==> config.mk <==
export PLATFORM = sky130hd
export DESIGN_NAME = epis_top
export DESIGN_NICKNAME = d
export VERILOG_FILES = /design/src/epis_pkg.sv /design/src/epis_sync.sv /design/src/epis_top.sv
export SDC_FILE = /design/constraint.sdc
export NUM_CORES = 1
export LEC_CHECK = 0
export BUFFER_PORTS_ARGS = -buffer_cell sky130_fd_sc_hd__buf_2
export CORE_MARGIN = 1.5
export CORE_UTILIZATION = 45
export CTS_CLUSTER_SIZE = 40
export DETAILED_ROUTE_END_ITERATION = 6
export PLACE_DENSITY = 0.77
export REMOVE_ABC_BUFFERS = 1
export SKIP_CTS_REPAIR_TIMING = 1
export SYNTH_ARGS = -nofsm -noshare
export SYNTH_HDL_FRONTEND = slang
export SYNTH_HIERARCHICAL = 1
export SYNTH_SLANG_ARGS = --single-unit
==> constraint.sdc <==
create_clock -name clock -period 1.5 [get_ports clock]
set_clock_uncertainty 0.05 [all_clocks]
set_input_delay 0.075 -clock clock [delete_from_list [all_inputs] [get_ports clock]]
set_output_delay 0.075 -clock clock [all_outputs]
set_load 0.02 [all_outputs]
==> src/epis_pkg.sv <==
package epis_pkg;
    // register indices on the plain register port
    localparam logic [1:0] ADDR_MCU_CONTROL  = 2'h0;
    localparam logic [1:0] ADDR_GEN_IRQ_CTRL = 2'h1;
    localparam logic [1:0] ADDR_IRQ_FLAGS    = 2'h2;
    localparam logic [1:0] ADDR_MCU_CTRL_ST  = 2'h3;

    // reset values
    localparam logic [7:0] MCU_CONTROL_RST = 8'h00;
    localparam logic [7:0] GEN_IRQ_RST     = 8'h00;
    localparam logic [7:0] FLAGS_RST       = 8'h00;
    localparam logic [7:0] CTRL_ST_RST     = 8'h00;
    localparam logic [2:0] PIN_SYNC_RST    = 3'h7;

    // mcu_control fields
    localparam int SLEEP_SELECT_BIT2 = 7;
    localparam int SLEEP_ALLOW       = 6;
    localparam int SLEEP_SELECT_BIT1 = 5;
    localparam int SLEEP_SELECT_BIT0 = 4;
    localparam int PIN_ONE_SENSE_LSB  = 2;
    localparam int PIN_ZERO_SENSE_LSB = 0;

    // enable, mask and flag layout (same positions in two registers)
    localparam int BIT_PIN_ONE  = 7;
    localparam int BIT_PIN_ZERO = 6;
    localparam int BIT_PIN_TWO  = 5;

    // mcu_control_status field
    localparam int PIN_TWO_EDGE_SELECT = 6;

    // sense encodings
    localparam logic [1:0] SENSE_LOW     = 2'h0;
    localparam logic [1:0] SENSE_CHANGE  = 2'h1;
    localparam logic [1:0] SENSE_FALLING = 2'h2;
    localparam logic [1:0] SENSE_RISING  = 2'h3;

    // sleep mode codes
    localparam logic [2:0] SLEEP_IDLE       = 3'h0;
    localparam logic [2:0] SLEEP_POWER_DOWN = 3'h2;

    // watchdog oscillator samples needed for level wake-up
    localparam logic [1:0] WAKE_SAMPLES = 2'h2;
endpackage

==> src/epis_sync.sv <==
`timescale 1ns/100ps
`default_nettype none
module epis_sync #(
    parameter int         W       = 3,
    parameter logic [2:0] RST_VAL = epis_pkg::PIN_SYNC_RST
) (
    // clock and reset
    input  wire logic         clock,
    input  wire logic         rst_n,
    // data
    input  wire logic [W-1:0] d,
    output var  logic [W-1:0] q
);
    logic [W-1:0] meta_q;

    // two flops; the first is read only by the second
    always_ff @(posedge clock) begin
        if (!rst_n) begin
            meta_q <= RST_VAL[W-1:0];
            q      <= RST_VAL[W-1:0];
        end else begin
            meta_q <= d;
            q      <= meta_q;
        end
    end
endmodule
`default_nettype wire

==> src/epis_top.sv <==
`timescale 1ns/100ps
`default_nettype none
// Notes on behaviour
// - pin activity raises requests even while the pin is driven as output
// - pins zero and one: low, change, falling, rising; pin two edge only
// - enabled level mode requests for as long as the pin stays low
// - pin zero and one edges are seen only while the i/o clock runs
// - low level and pin two edges are seen in every sleep mode
// - i/o clock stops in every sleep mode but idle
// - power-down level wake needs two low watchdog oscillator samples
// - wake after both samples; no request if the level has gone
// - a request needs both the global enable and the pin enable
// - pins sampled before edge detection; one-clock pulses suffice
// - pin one sense bits 3:2: low, change, falling, rising
// - 8-bit control: sleep select and allow in 7:4, senses in 3:0
// - pin zero sense bits 1:0 use the same encoding
// - pin two edge select: 0 falling, 1 rising; change may raise event
// - flags set on edges, clear on service or write one, zero in level
module epis_top (
    // clock and reset
    input  wire logic       clock,
    input  wire logic       rst_n,
    // register port
    input  wire logic [1:0] reg_addr,
    input  wire logic [7:0] reg_wdata,
    input  wire logic       reg_wr,
    input  wire logic       reg_rd,
    output var  logic [7:0] reg_rdata,
    // interrupt pins, pad input side
    input  wire logic       ext_irq_pin_zero,
    input  wire logic       ext_irq_pin_one,
    input  wire logic       ext_irq_pin_two,
    // core
    input  wire logic       core_global_ie,
    input  wire logic       core_sleeping,
    input  wire logic [2:0] core_service,
    input  wire logic       wdt_osc_tick,
    // requests and wake
    output var  logic       req_pin_zero,
    output var  logic       req_pin_one,
    output var  logic       req_pin_two,
    output var  logic       irq,
    output var  logic       io_clk_run,
    output var  logic       wake
);
    logic [7:0] mcu_control_q;
    logic [7:0] general_irq_control_q;
    logic [7:0] irq_flags_q;
    logic [7:0] irq_flags_d;
    logic [7:0] mcu_control_status_q;
    logic [2:0] pin_s;
    logic [1:0] prev01_q;
    logic       act2_prev_q;
    logic       act2;
    logic [1:0] lvl_cnt0_q;
    logic [1:0] lvl_cnt1_q;
    logic [2:0] sleep_mode;
    logic       io_run;
    logic       pwr_down;
    logic [1:0] sense0;
    logic [1:0] sense1;
    logic       edge0;
    logic       edge1;
    logic       edge2;
    logic       lvl0;
    logic       lvl1;
    logic       en0;
    logic       en1;
    logic       en2;
    logic       r0;
    logic       r1;
    logic       r2;
    logic       wr_ctrl;
    logic       wr_gic;
    logic       wr_flags;
    logic       wr_st;

    // edge event for one sampled pin under a sense code
    function automatic logic sense_edge(input logic [1:0] sense,
                                        input logic cur,
                                        input logic prev);
        case (sense)
            epis_pkg::SENSE_CHANGE:  sense_edge = cur ^ prev;
            epis_pkg::SENSE_FALLING: sense_edge = prev & ~cur;
            epis_pkg::SENSE_RISING:  sense_edge = cur & ~prev;
            default:                 sense_edge = 1'b0;
        endcase
    endfunction

    // next low-sample count on a watchdog oscillator tick
    function automatic logic [1:0] lvl_count(input logic [1:0] cnt,
                                              input logic low_armed,
                                              input logic tick);
        if (!low_armed)
            lvl_count = 2'h0;
        else if (tick && cnt != epis_pkg::WAKE_SAMPLES)
            lvl_count = cnt + 2'h1;
        else
            lvl_count = cnt;
    endfunction

    // pad levels, read whatever the pin direction
    epis_sync #(
        .W       (3),
        .RST_VAL (epis_pkg::PIN_SYNC_RST)
    ) u_pin_sync (
        .clock (clock),
        .rst_n (rst_n),
        .d     ({ext_irq_pin_two, ext_irq_pin_one, ext_irq_pin_zero}),
        .q     (pin_s)
    );

    // register write decode
    assign wr_ctrl  = reg_wr && reg_addr == epis_pkg::ADDR_MCU_CONTROL;
    assign wr_gic   = reg_wr && reg_addr == epis_pkg::ADDR_GEN_IRQ_CTRL;
    assign wr_flags = reg_wr && reg_addr == epis_pkg::ADDR_IRQ_FLAGS;
    assign wr_st    = reg_wr && reg_addr == epis_pkg::ADDR_MCU_CTRL_ST;

    // control field decode
    assign sleep_mode = {mcu_control_q[epis_pkg::SLEEP_SELECT_BIT2],
                         mcu_control_q[epis_pkg::SLEEP_SELECT_BIT1],
                         mcu_control_q[epis_pkg::SLEEP_SELECT_BIT0]};
    assign sense0 = mcu_control_q[epis_pkg::PIN_ZERO_SENSE_LSB +: 2];
    assign sense1 = mcu_control_q[epis_pkg::PIN_ONE_SENSE_LSB +: 2];
    assign en0 = general_irq_control_q[epis_pkg::BIT_PIN_ZERO];
    assign en1 = general_irq_control_q[epis_pkg::BIT_PIN_ONE];
    assign en2 = general_irq_control_q[epis_pkg::BIT_PIN_TWO];

    // i/o clock runs awake or in idle sleep only
    assign io_run = !core_sleeping
                    || sleep_mode == epis_pkg::SLEEP_IDLE;
    assign pwr_down = core_sleeping
                      && sleep_mode == epis_pkg::SLEEP_POWER_DOWN;

    // synchronous edges on pins zero and one
    assign edge0 = io_run
                   && sense_edge(sense0, pin_s[0], prev01_q[0]);
    assign edge1 = io_run
                   && sense_edge(sense1, pin_s[1], prev01_q[1]);

    // pin two: edge only, active level picked by the select bit
    assign act2 = mcu_control_status_q[epis_pkg::PIN_TWO_EDGE_SELECT]
                  ? pin_s[2] : ~pin_s[2];
    assign edge2 = act2 & ~act2_prev_q;

    // level requests, independent of the i/o clock
    assign lvl0 = sense0 == epis_pkg::SENSE_LOW && !pin_s[0];
    assign lvl1 = sense1 == epis_pkg::SENSE_LOW && !pin_s[1];

    // request terms: global and pin enables both needed
    assign r0 = core_global_ie && en0
                && (irq_flags_q[epis_pkg::BIT_PIN_ZERO] || lvl0);
    assign r1 = core_global_ie && en1
                && (irq_flags_q[epis_pkg::BIT_PIN_ONE] || lvl1);
    assign r2 = core_global_ie && en2
                && irq_flags_q[epis_pkg::BIT_PIN_TWO];

    // mcu_control: all bits read-write, reset to zero
    always_ff @(posedge clock) begin
        if (!rst_n)
            mcu_control_q <= epis_pkg::MCU_CONTROL_RST;
        else if (wr_ctrl)
            mcu_control_q <= reg_wdata;
    end

    // general_irq_control: pin enables, also the interrupt mask
    always_ff @(posedge clock) begin
        if (!rst_n)
            general_irq_control_q <= epis_pkg::GEN_IRQ_RST;
        else if (wr_gic) begin
            general_irq_control_q <= 8'h00;
            general_irq_control_q[epis_pkg::BIT_PIN_ONE] <=
                reg_wdata[epis_pkg::BIT_PIN_ONE];
            general_irq_control_q[epis_pkg::BIT_PIN_ZERO] <=
                reg_wdata[epis_pkg::BIT_PIN_ZERO];
            general_irq_control_q[epis_pkg::BIT_PIN_TWO] <=
                reg_wdata[epis_pkg::BIT_PIN_TWO];
        end
    end

    // mcu_control_status: pin two edge select only
    always_ff @(posedge clock) begin
        if (!rst_n)
            mcu_control_status_q <= epis_pkg::CTRL_ST_RST;
        else if (wr_st) begin
            mcu_control_status_q <= 8'h00;
            mcu_control_status_q[epis_pkg::PIN_TWO_EDGE_SELECT] <=
                reg_wdata[epis_pkg::PIN_TWO_EDGE_SELECT];
        end
    end

    // flag next state: write and service clears, then sets, so a set wins; level-mode zeroing comes last
    always_comb begin
        irq_flags_d = irq_flags_q;
        if (wr_flags)
            irq_flags_d = irq_flags_q & ~reg_wdata;
        if (core_service[0])
            irq_flags_d[epis_pkg::BIT_PIN_ZERO] = 1'b0;
        if (core_service[1])
            irq_flags_d[epis_pkg::BIT_PIN_ONE] = 1'b0;
        if (core_service[2])
            irq_flags_d[epis_pkg::BIT_PIN_TWO] = 1'b0;
        if (edge0)
            irq_flags_d[epis_pkg::BIT_PIN_ZERO] = 1'b1;
        if (edge1)
            irq_flags_d[epis_pkg::BIT_PIN_ONE] = 1'b1;
        if (edge2)
            irq_flags_d[epis_pkg::BIT_PIN_TWO] = 1'b1;
        if (sense0 == epis_pkg::SENSE_LOW)
            irq_flags_d[epis_pkg::BIT_PIN_ZERO] = 1'b0;
        if (sense1 == epis_pkg::SENSE_LOW)
            irq_flags_d[epis_pkg::BIT_PIN_ONE] = 1'b0;
        irq_flags_d = irq_flags_d
                      & {1'b1, 1'b1, 1'b1, 5'h00};
    end

    always_ff @(posedge clock) begin
        if (!rst_n)
            irq_flags_q <= epis_pkg::FLAGS_RST;
        else
            irq_flags_q <= irq_flags_d;
    end

    // previous samples; pins zero/one hold while the i/o clock stops
    always_ff @(posedge clock) begin
        if (!rst_n) begin
            prev01_q    <= epis_pkg::PIN_SYNC_RST[1:0];
            act2_prev_q <= 1'b0;
        end else begin
            if (io_run)
                prev01_q <= pin_s[1:0];
            act2_prev_q <= act2;
        end
    end

    // watchdog oscillator low-level sampling for power-down wake
    always_ff @(posedge clock) begin
        if (!rst_n) begin
            lvl_cnt0_q <= 2'h0;
            lvl_cnt1_q <= 2'h0;
        end else begin
            lvl_cnt0_q <= lvl_count(lvl_cnt0_q, en0 && lvl0,
                                    wdt_osc_tick);
            lvl_cnt1_q <= lvl_count(lvl_cnt1_q, en1 && lvl1,
                                    wdt_osc_tick);
        end
    end

    // wake: enabled events or levels; in power-down only pin two flag or two-sample level
    always_ff @(posedge clock) begin
        if (!rst_n)
            wake <= 1'b0;
        else if (!core_sleeping)
            wake <= 1'b0;
        else if (pwr_down)
            wake <= wake
                    || lvl_cnt0_q == epis_pkg::WAKE_SAMPLES
                    || lvl_cnt1_q == epis_pkg::WAKE_SAMPLES
                    || (en2 && irq_flags_q[epis_pkg::BIT_PIN_TWO]);
        else
            wake <= (en0 && (lvl0 || irq_flags_q[epis_pkg::BIT_PIN_ZERO]))
                    || (en1 && (lvl1 || irq_flags_q[epis_pkg::BIT_PIN_ONE]))
                    || (en2 && irq_flags_q[epis_pkg::BIT_PIN_TWO]);
    end

    // registered requests; a vanished level gives none
    always_ff @(posedge clock) begin
        if (!rst_n) begin
            req_pin_zero <= 1'b0;
            req_pin_one  <= 1'b0;
            req_pin_two  <= 1'b0;
            irq          <= 1'b0;
            io_clk_run   <= 1'b1;
        end else begin
            req_pin_zero <= r0;
            req_pin_one  <= r1;
            req_pin_two  <= r2;
            irq          <= r0 || r1 || r2;
            io_clk_run   <= io_run;
        end
    end

    // read data one cycle after the strobe, zero otherwise
    always_ff @(posedge clock) begin
        if (!rst_n)
            reg_rdata <= 8'h00;
        else if (reg_rd) begin
            case (reg_addr)
                epis_pkg::ADDR_MCU_CONTROL:  reg_rdata <= mcu_control_q;
                epis_pkg::ADDR_GEN_IRQ_CTRL: reg_rdata <= general_irq_control_q;
                epis_pkg::ADDR_IRQ_FLAGS:    reg_rdata <= irq_flags_q;
                epis_pkg::ADDR_MCU_CTRL_ST:  reg_rdata <= mcu_control_status_q;
                default:                     reg_rdata <= 8'h00;
            endcase
        end else
            reg_rdata <= 8'h00;
    end
endmodule
`default_nettype wire

==> results of run 1 <==
## cells in the final DEF, fill, tap and decap left out, types with 2 or more instances in the layout
| cell | n |
|---|---|
| nand2b_1 | 13 |
| nor2b_1 | 2 |
| o21ai_1 | 2 |
| xnor2_1 | 2 |
| buf_2 | 36 |
| a21oi_1 | 10 |
| inv_1 | 7 |
| nand3_1 | 8 |
| dlygate4sd3_1 | 8 |
| mux2i_1 | 11 |
| nor2_1 | 23 |
| a31oi_1 | 2 |
| a211oi_1 | 2 |
| nor3_1 | 3 |
| dfxtp_1 | 42 |
| o211ai_1 | 2 |
| o221a_1 | 2 |
| ha_1 | 6 |
| buf_4 | 5 |
| and2_1 | 6 |
| nand3b_1 | 2 |
| clkbuf_8 | 6 |
| nand2_1 | 11 |
## stage by stage
| stage | cells | hold slack (ps) | instance area (um2) |
|---|---|---|---|
| 2_1_floorplan | 166 | 86.9 | 1630 |
| 3_3_place_gp | 255 | 206 | 1910 |
| 3_5_place_dp | 255 | 209 | 1910 |
| 4_1_cts | 263 | -98.2 | 2000 |
| 5_1_grt | 271 | 8.85 | 2080 |
| 6_report | 271 | 10.9 | 2080 |
## power breakdown
part	total (W)	switching [W]	internal [W]	leakage [nW]
clock	0.000745	0.000374	0.000371	0.0482
sequential	0.00116	0.0000177	0.00114	0.341
combinational	0.000178	0.0000895	0.0000888	0.539
## worst paths after layout
kind	start	endpoint	slack (ps)	cells past startpoint
min	reg_wdata[7]	general_irq_control_q[7]$_SDFFE_PN0P_	10	3
max	u_pin_sync/q[0]$_SDFF_PN1_	irq_flags_q[6]$_SDFFE_PP0P_	160	6
min reg2reg	u_pin_sync/meta_q[2]$_SDFF_PN1_	u_pin_sync/q[2]$_SDFF_PN1_	360	1
max reg2reg	u_pin_sync/q[0]$_SDFF_PN1_	irq_flags_q[6]$_SDFFE_PP0P_	160	6
## flip-flops by register name, indices dropped and copies added (netlist names)
register	flops
io_clk_run	1
reg_rdata	8
irq_flags_q	3
u_pin_sync/q	3
prev01_q	2
lvl_cnt0_q	2
irq	1
mcu_control_status_q	1
req_pin_zero	1
act2_prev_q	1
u_pin_sync/meta_q	3
mcu_control_q	8
req_pin_two	1
general_irq_control_q	3
req_pin_one	1
lvl_cnt1_q	2
wake	1
## synth_stat cells (2+ instances only)
library cell / number
nand2_1: 11
a211oi_1: 2
a31oi_1: 2
buf_6: 3
nor3_1: 3
o211ai_1: 2
dfxtp_1: 42
nor2b_1: 2
o21ai_1: 2
xnor2_1: 2
mux2i_1: 11
nor2_1: 23
and2_1: 6
o221a_1: 2
inv_1: 7
nand3b_1: 2
ha_1: 6
nand3_1: 8
nand2b_1: 13
a21oi_1: 10
## worst max-delay path, cell delays in order, from the launching register on
cell	delay [ps]
dfxtp_1	370
inv_1	70
ha_1	300
nand2b_1	90
nand3_1	90
a21oi_1	140
o221a_1	190
## logic make-up after synthesis
group | Yosys count | synth area share (%)
simple gates | 73 | 22.6
compound gates | 23 | 8.97
xor+xnor | 3 | 1.56
fa+ha+maj | 6 | 4.45
buf+inv | 12 | 4.74
mux | 12 | 7.86
flops | 42 | 49.8
## metal layers
metal,vias up,track usage [%],part of all wire (%)
li1,679,-,-
met1,578,22.1,48
met2,48,26.4,43
met3,9,3.52,5.5
met4,0,10.4,3.1
met5,-,0,0
## layout make-up
| type | instances | share of cell area, % |
|---|---|---|
| Timing Repair Buffer | 49 | 14.3 |
| Inverter | 7 | 1.26 |
| Sequential cell | 42 | 40.4 |
| Tap cell | 48 | 2.88 |
| Clock buffer | 7 | 4.14 |
| Multi-Input combinational cell | 117 | 36.8 |
| Clock inverter | 1 | 0.240 |
==> run metrics, run 1 <==
Worst-Margin Slew 399 ps; crit path kind flop to flop; Final Hold Fails 0; register area 841 um2; Std-Cell Rows 22; #FFs+latches synth 42; Post-Syn Instances 171; VDD IR-drop max 0.000427 V; Crit path required time 1700 ps; Die H ~64 um; H-tree Lvls 2; total I/O pin count 37; Yosys cell types 32; Critical Path AT roughly 1500 ps; RSZ-0062 raised after global routing no; die footprint 0.00413 mm2; fin crit period 1340 ps; post-synth top area share 49.8%; gpl congestion around 0.81; starting density of the core 46.5%; Post-Syn Area per Cell 9.87 um2; Slew HR 73.4%; DPL Wire Length 2.33 mm; fin util 57.3%; total grt overflow 0; predominant post-synthesis flop cell dfxtp_1; maximum clock insertion buffer count 2; critical path launch point type flop; Pwr Total 0.00208 W; Post-Place Setup Slack 196 ps; number of port buffers 36; cts bufs inserted 5; outcome finished clean; Max Slew Vio Count 0; global-route wire length before repair ~5.3 mm; Die W 64.2 um; Tot GR Track Use approximately 17%; Async SR Flop Fraction 0%; Worst-Skew Late Latency 290 ps; sequential fraction of the synthesis area between 40% and 50%; # DRC 0; # Max-Cap Violations 0; post-route setup slack 159 ps; Vias per Instance 4.85; pin count of the biggest net entering global routing 14; Area contributors post-synth dfxtp_1 (50%), mux2i_1 (6.5%), nor2_1 (5.1%), nand2b_1 (4.8%), ha_1 (4.4%); Area Overhead vs Synth 23.4%; Ys Warns 6; fillers 339; clock root cell clkbuf_8; FMAX about 0.75 GHz; CP endpoint kind flop; final wirelength roughly 3.3 mm; worst hold path class input port to flop; Lkg Pwr 0.928 nW; PwrDens 999 mW/mm2; via count of the routed design 1314; core area between 0.003 and 0.004 mm2; area of the multi-input gates 767 um2; period utilization 89.4%; vias in the first global route 1182; Sink Count 42; average wire per standard cell between 10 and 15 um; CTS tree done; n_diodes 0; Yosys top cell by area dfxtp_1; number of flops mapped to enable cells by yosys 0; initial antenna violation count 0; CP Max Fanout 3; Final #Nets 251; clock slew seen by the registers of the worst setup and hold paths around 80 ps; Final ANT Viol Nets 0; layout cells sized above 1 23.3%; Final Setup Violations 0; DRT Pass-1 Iters 4; synthesized cell area 0.00169 mm2; Sum Neg Setup Slack 0 ps; DRT iter0 DRCs 97
Note: power is estimated with default switching activity, not from simulation.
==> inputs of run 2 (changes only) <==
Settings changed: ABC_AREA set to 1.
==> run metrics, run 2 <==
outcome finished clean; post-route setup slack around 250 ps; vias in the first global route 1266; Die W 64.6 um; critical path launch point type flop; Post-Syn Area per Cell 8.08 um2; critical-path cell list inv_1, ha_1, nor3_1, o21ai_0, a21oi_1; pin count of the biggest net entering global routing 28; commonest cells after routing, fill and taps aside dfxtp_1 (42), buf_2 (36), inv_1 (34); sequential fraction of the synthesis area approximately 49%; Die H roughly 65 um; total I/O pin count 37; VDD IR-drop max around 0.00071 V; final wirelength 3.25 mm; Async SR Flop Fraction 0%; n_diodes 0; # Max-Cap Violations 0; number of port buffers 36; worst hold path class input port to flop; Max Slew Vio Count 0; fin crit period 1250 ps; Area contributors post-synth dfxtp_1 (49%), inv_1 (7.5%), o21ai_0 (6.2%), a21oi_1 (5.9%), nand2_1 (5.5%); Lkg Pwr 0.958 nW; Final #Nets ~280; # DRC 0; Final Setup Violations 0; layout cells sized above 1 21.5%; clock root cell clkbuf_8; PwrDens between 1000 and 1500 mW/mm2; Vias per Instance 4.70; Crit-path slowest cell dfxtp_1; CP top delay family flip-flops; Final Hold Fails 0; most frequent cell after synthesis dfxtp_1; Post-Syn Instances 211; Area Overhead vs Synth 20.4%; CP endpoint kind flop; predominant post-synthesis flop cell dfxtp_1; Sink Count 42; Critical Path AT 1430 ps; cts bufs inserted 5; total grt overflow 0; DPL Wire Length approximately 2.4 mm; crit path kind flop to flop; Yosys top cell by area dfxtp_1; Tot GR Track Use 17.0%; Yosys cell types 27; global-route wire length before repair 5.41 mm; post-synth top area share between 40% and 50%; CP Depth 5; Sum Neg Setup Slack 0 ps; CP Max Fanout 4; RSZ-0062 raised after global routing no; die footprint 0.00417 mm2; commonest cells in the netlist dfxtp_1 (42), inv_1 (34), nand2_1 (25); DRT Pass-1 Iters 4; number of flops mapped to enable cells by yosys 0; period utilization between 80% and 90%; Worst-Skew Late Latency 290 ps; via count of the routed design 1429; clock slew seen by the registers of the worst setup and hold paths 80 ps; Post-Place Setup Slack 264 ps; gpl congestion 0.809; Ys Warns 6; commonest non-fill, non-tap cell in the layout dfxtp_1; initial antenna violation count 0; top flop regs mcu_control_q x8, reg_rdata x8; Std-Cell Rows 22; FMAX between 0.7 and 0.8 GHz; Slew HR 75.3%; Crit path required time 1680 ps; maximum clock insertion buffer count 2; fin area 0.00205 mm2; core area 0.00366 mm2; starting density of the core between 40% and 50%; FF-to-FF path depth 5; placed cell area between 0.0015 and 0.002 mm2; DRT iter0 DRCs 45; hold path depth 3; #FFs+latches synth 42; CP bufs+invs 1; Worst-Margin Slew 367 ps; CTS tree done; H-tree Lvls 2; Worst path max stage delay between 300 and 400 ps; average wire per standard cell about 11 um; Final ANT Viol Nets 0; synthesized cell area 0.00171 mm2
run 2: changes by cell type after synthesis, sizes merged, moves of 3 or more:
cell | previous run | this run
o21ai | 2 | 24
inv | 7 | 36
nor2b | 4 | 0
and2 | 6 | 0
a21oi | 10 | 20
mux2i | 11 | 0
nand2b | 13 | 0
nor3 | 3 | 9
nand3 | 8 | 11
nor2 | 23 | 18
nand2 | 11 | 27
run 2: worst paths after layout:
check,start,endpoint,slack [ps]
max reg2reg,u_pin_sync/q[1]$_SDFF_PN1_,irq_flags_q[7]$_SDFFE_PP0P_,250
max,u_pin_sync/q[1]$_SDFF_PN1_,irq_flags_q[7]$_SDFFE_PP0P_,250
min,reg_wdata[2],mcu_control_q[2]$_SDFFE_PN0P_,9
min reg2reg,u_pin_sync/meta_q[0]$_SDFF_PN1_,u_pin_sync/q[0]$_SDFF_PN1_,360
run 2: cell type report:
| cell class | instances | area, um2 |
|---|---|---|
| clock buffer | 6 | 82.6 |
| clock inverter | 2 | 12.5 |
| fill | 358 | 1610 |
| inverter | 36 | 135 |
| multi-input combinational | 129 | 694 |
| sequential | 42 | 841 |
| tap | 48 | 60.1 |
| timing repair buffer | 41 | 228 |
run 2: report_power, final:
part | internal [W] | switching (W)
clock | 0.000370 | 0.000378
combinational | 0.0000734 | 0.000115
sequential | 0.00115 | 0.0000219
total | 0.00159 | 0.000515
run 2: layer usage:
metal | part of all wire, % | GRT usage (%) | vias up | routed length, um
met3 | 4.2 | 5.38 | 2 | 137
met4 | 1.1 | 4.79 | 0 | 35
met2 | 48 | 29.9 | 30 | 1550
met5 | 0 | 0 | - | 0
li1 | - | - | 774 | -
met1 | 47 | 19.9 | 623 | 1530
run 2: logic make-up after synthesis:
| kind of cell | count (synthesis) | synth area share, % |
|---|---|---|
| AND/OR/NAND/NOR | 70 | 18.9 |
| XOR/XNOR | 3 | 1.54 |
| buffers and inverters | 40 | 9.98 |
| adder cells (fa/ha/maj) | 6 | 4.40 |
| AO/OA/AOI/OAI | 50 | 15.8 |
| flip-flops | 42 | 49.3 |
run 2: stage by stage:
step           hold slack, ps  power (W)  instances  utilization (%)
2_1_floorplan            93.7    0.00129        207                -
3_3_place_gp              192    0.00137        292             52.4
3_5_place_dp              199    0.00138        292             52.4
4_1_cts                  -112    0.00213        300             55.0
5_1_grt                  14.6    0.00222        304             56.1
6_report                 9.24    0.00211        304             56.1
run 2: worst register-to-register path: cells and delay by family, from the launching register on:
kind / cells / cell delay [ps]
simple gates: 1 / 160
buf+inv: 1 / 70
flops: 1 / 390
fa+ha+maj: 1 / 290
compound gates: 2 / 240
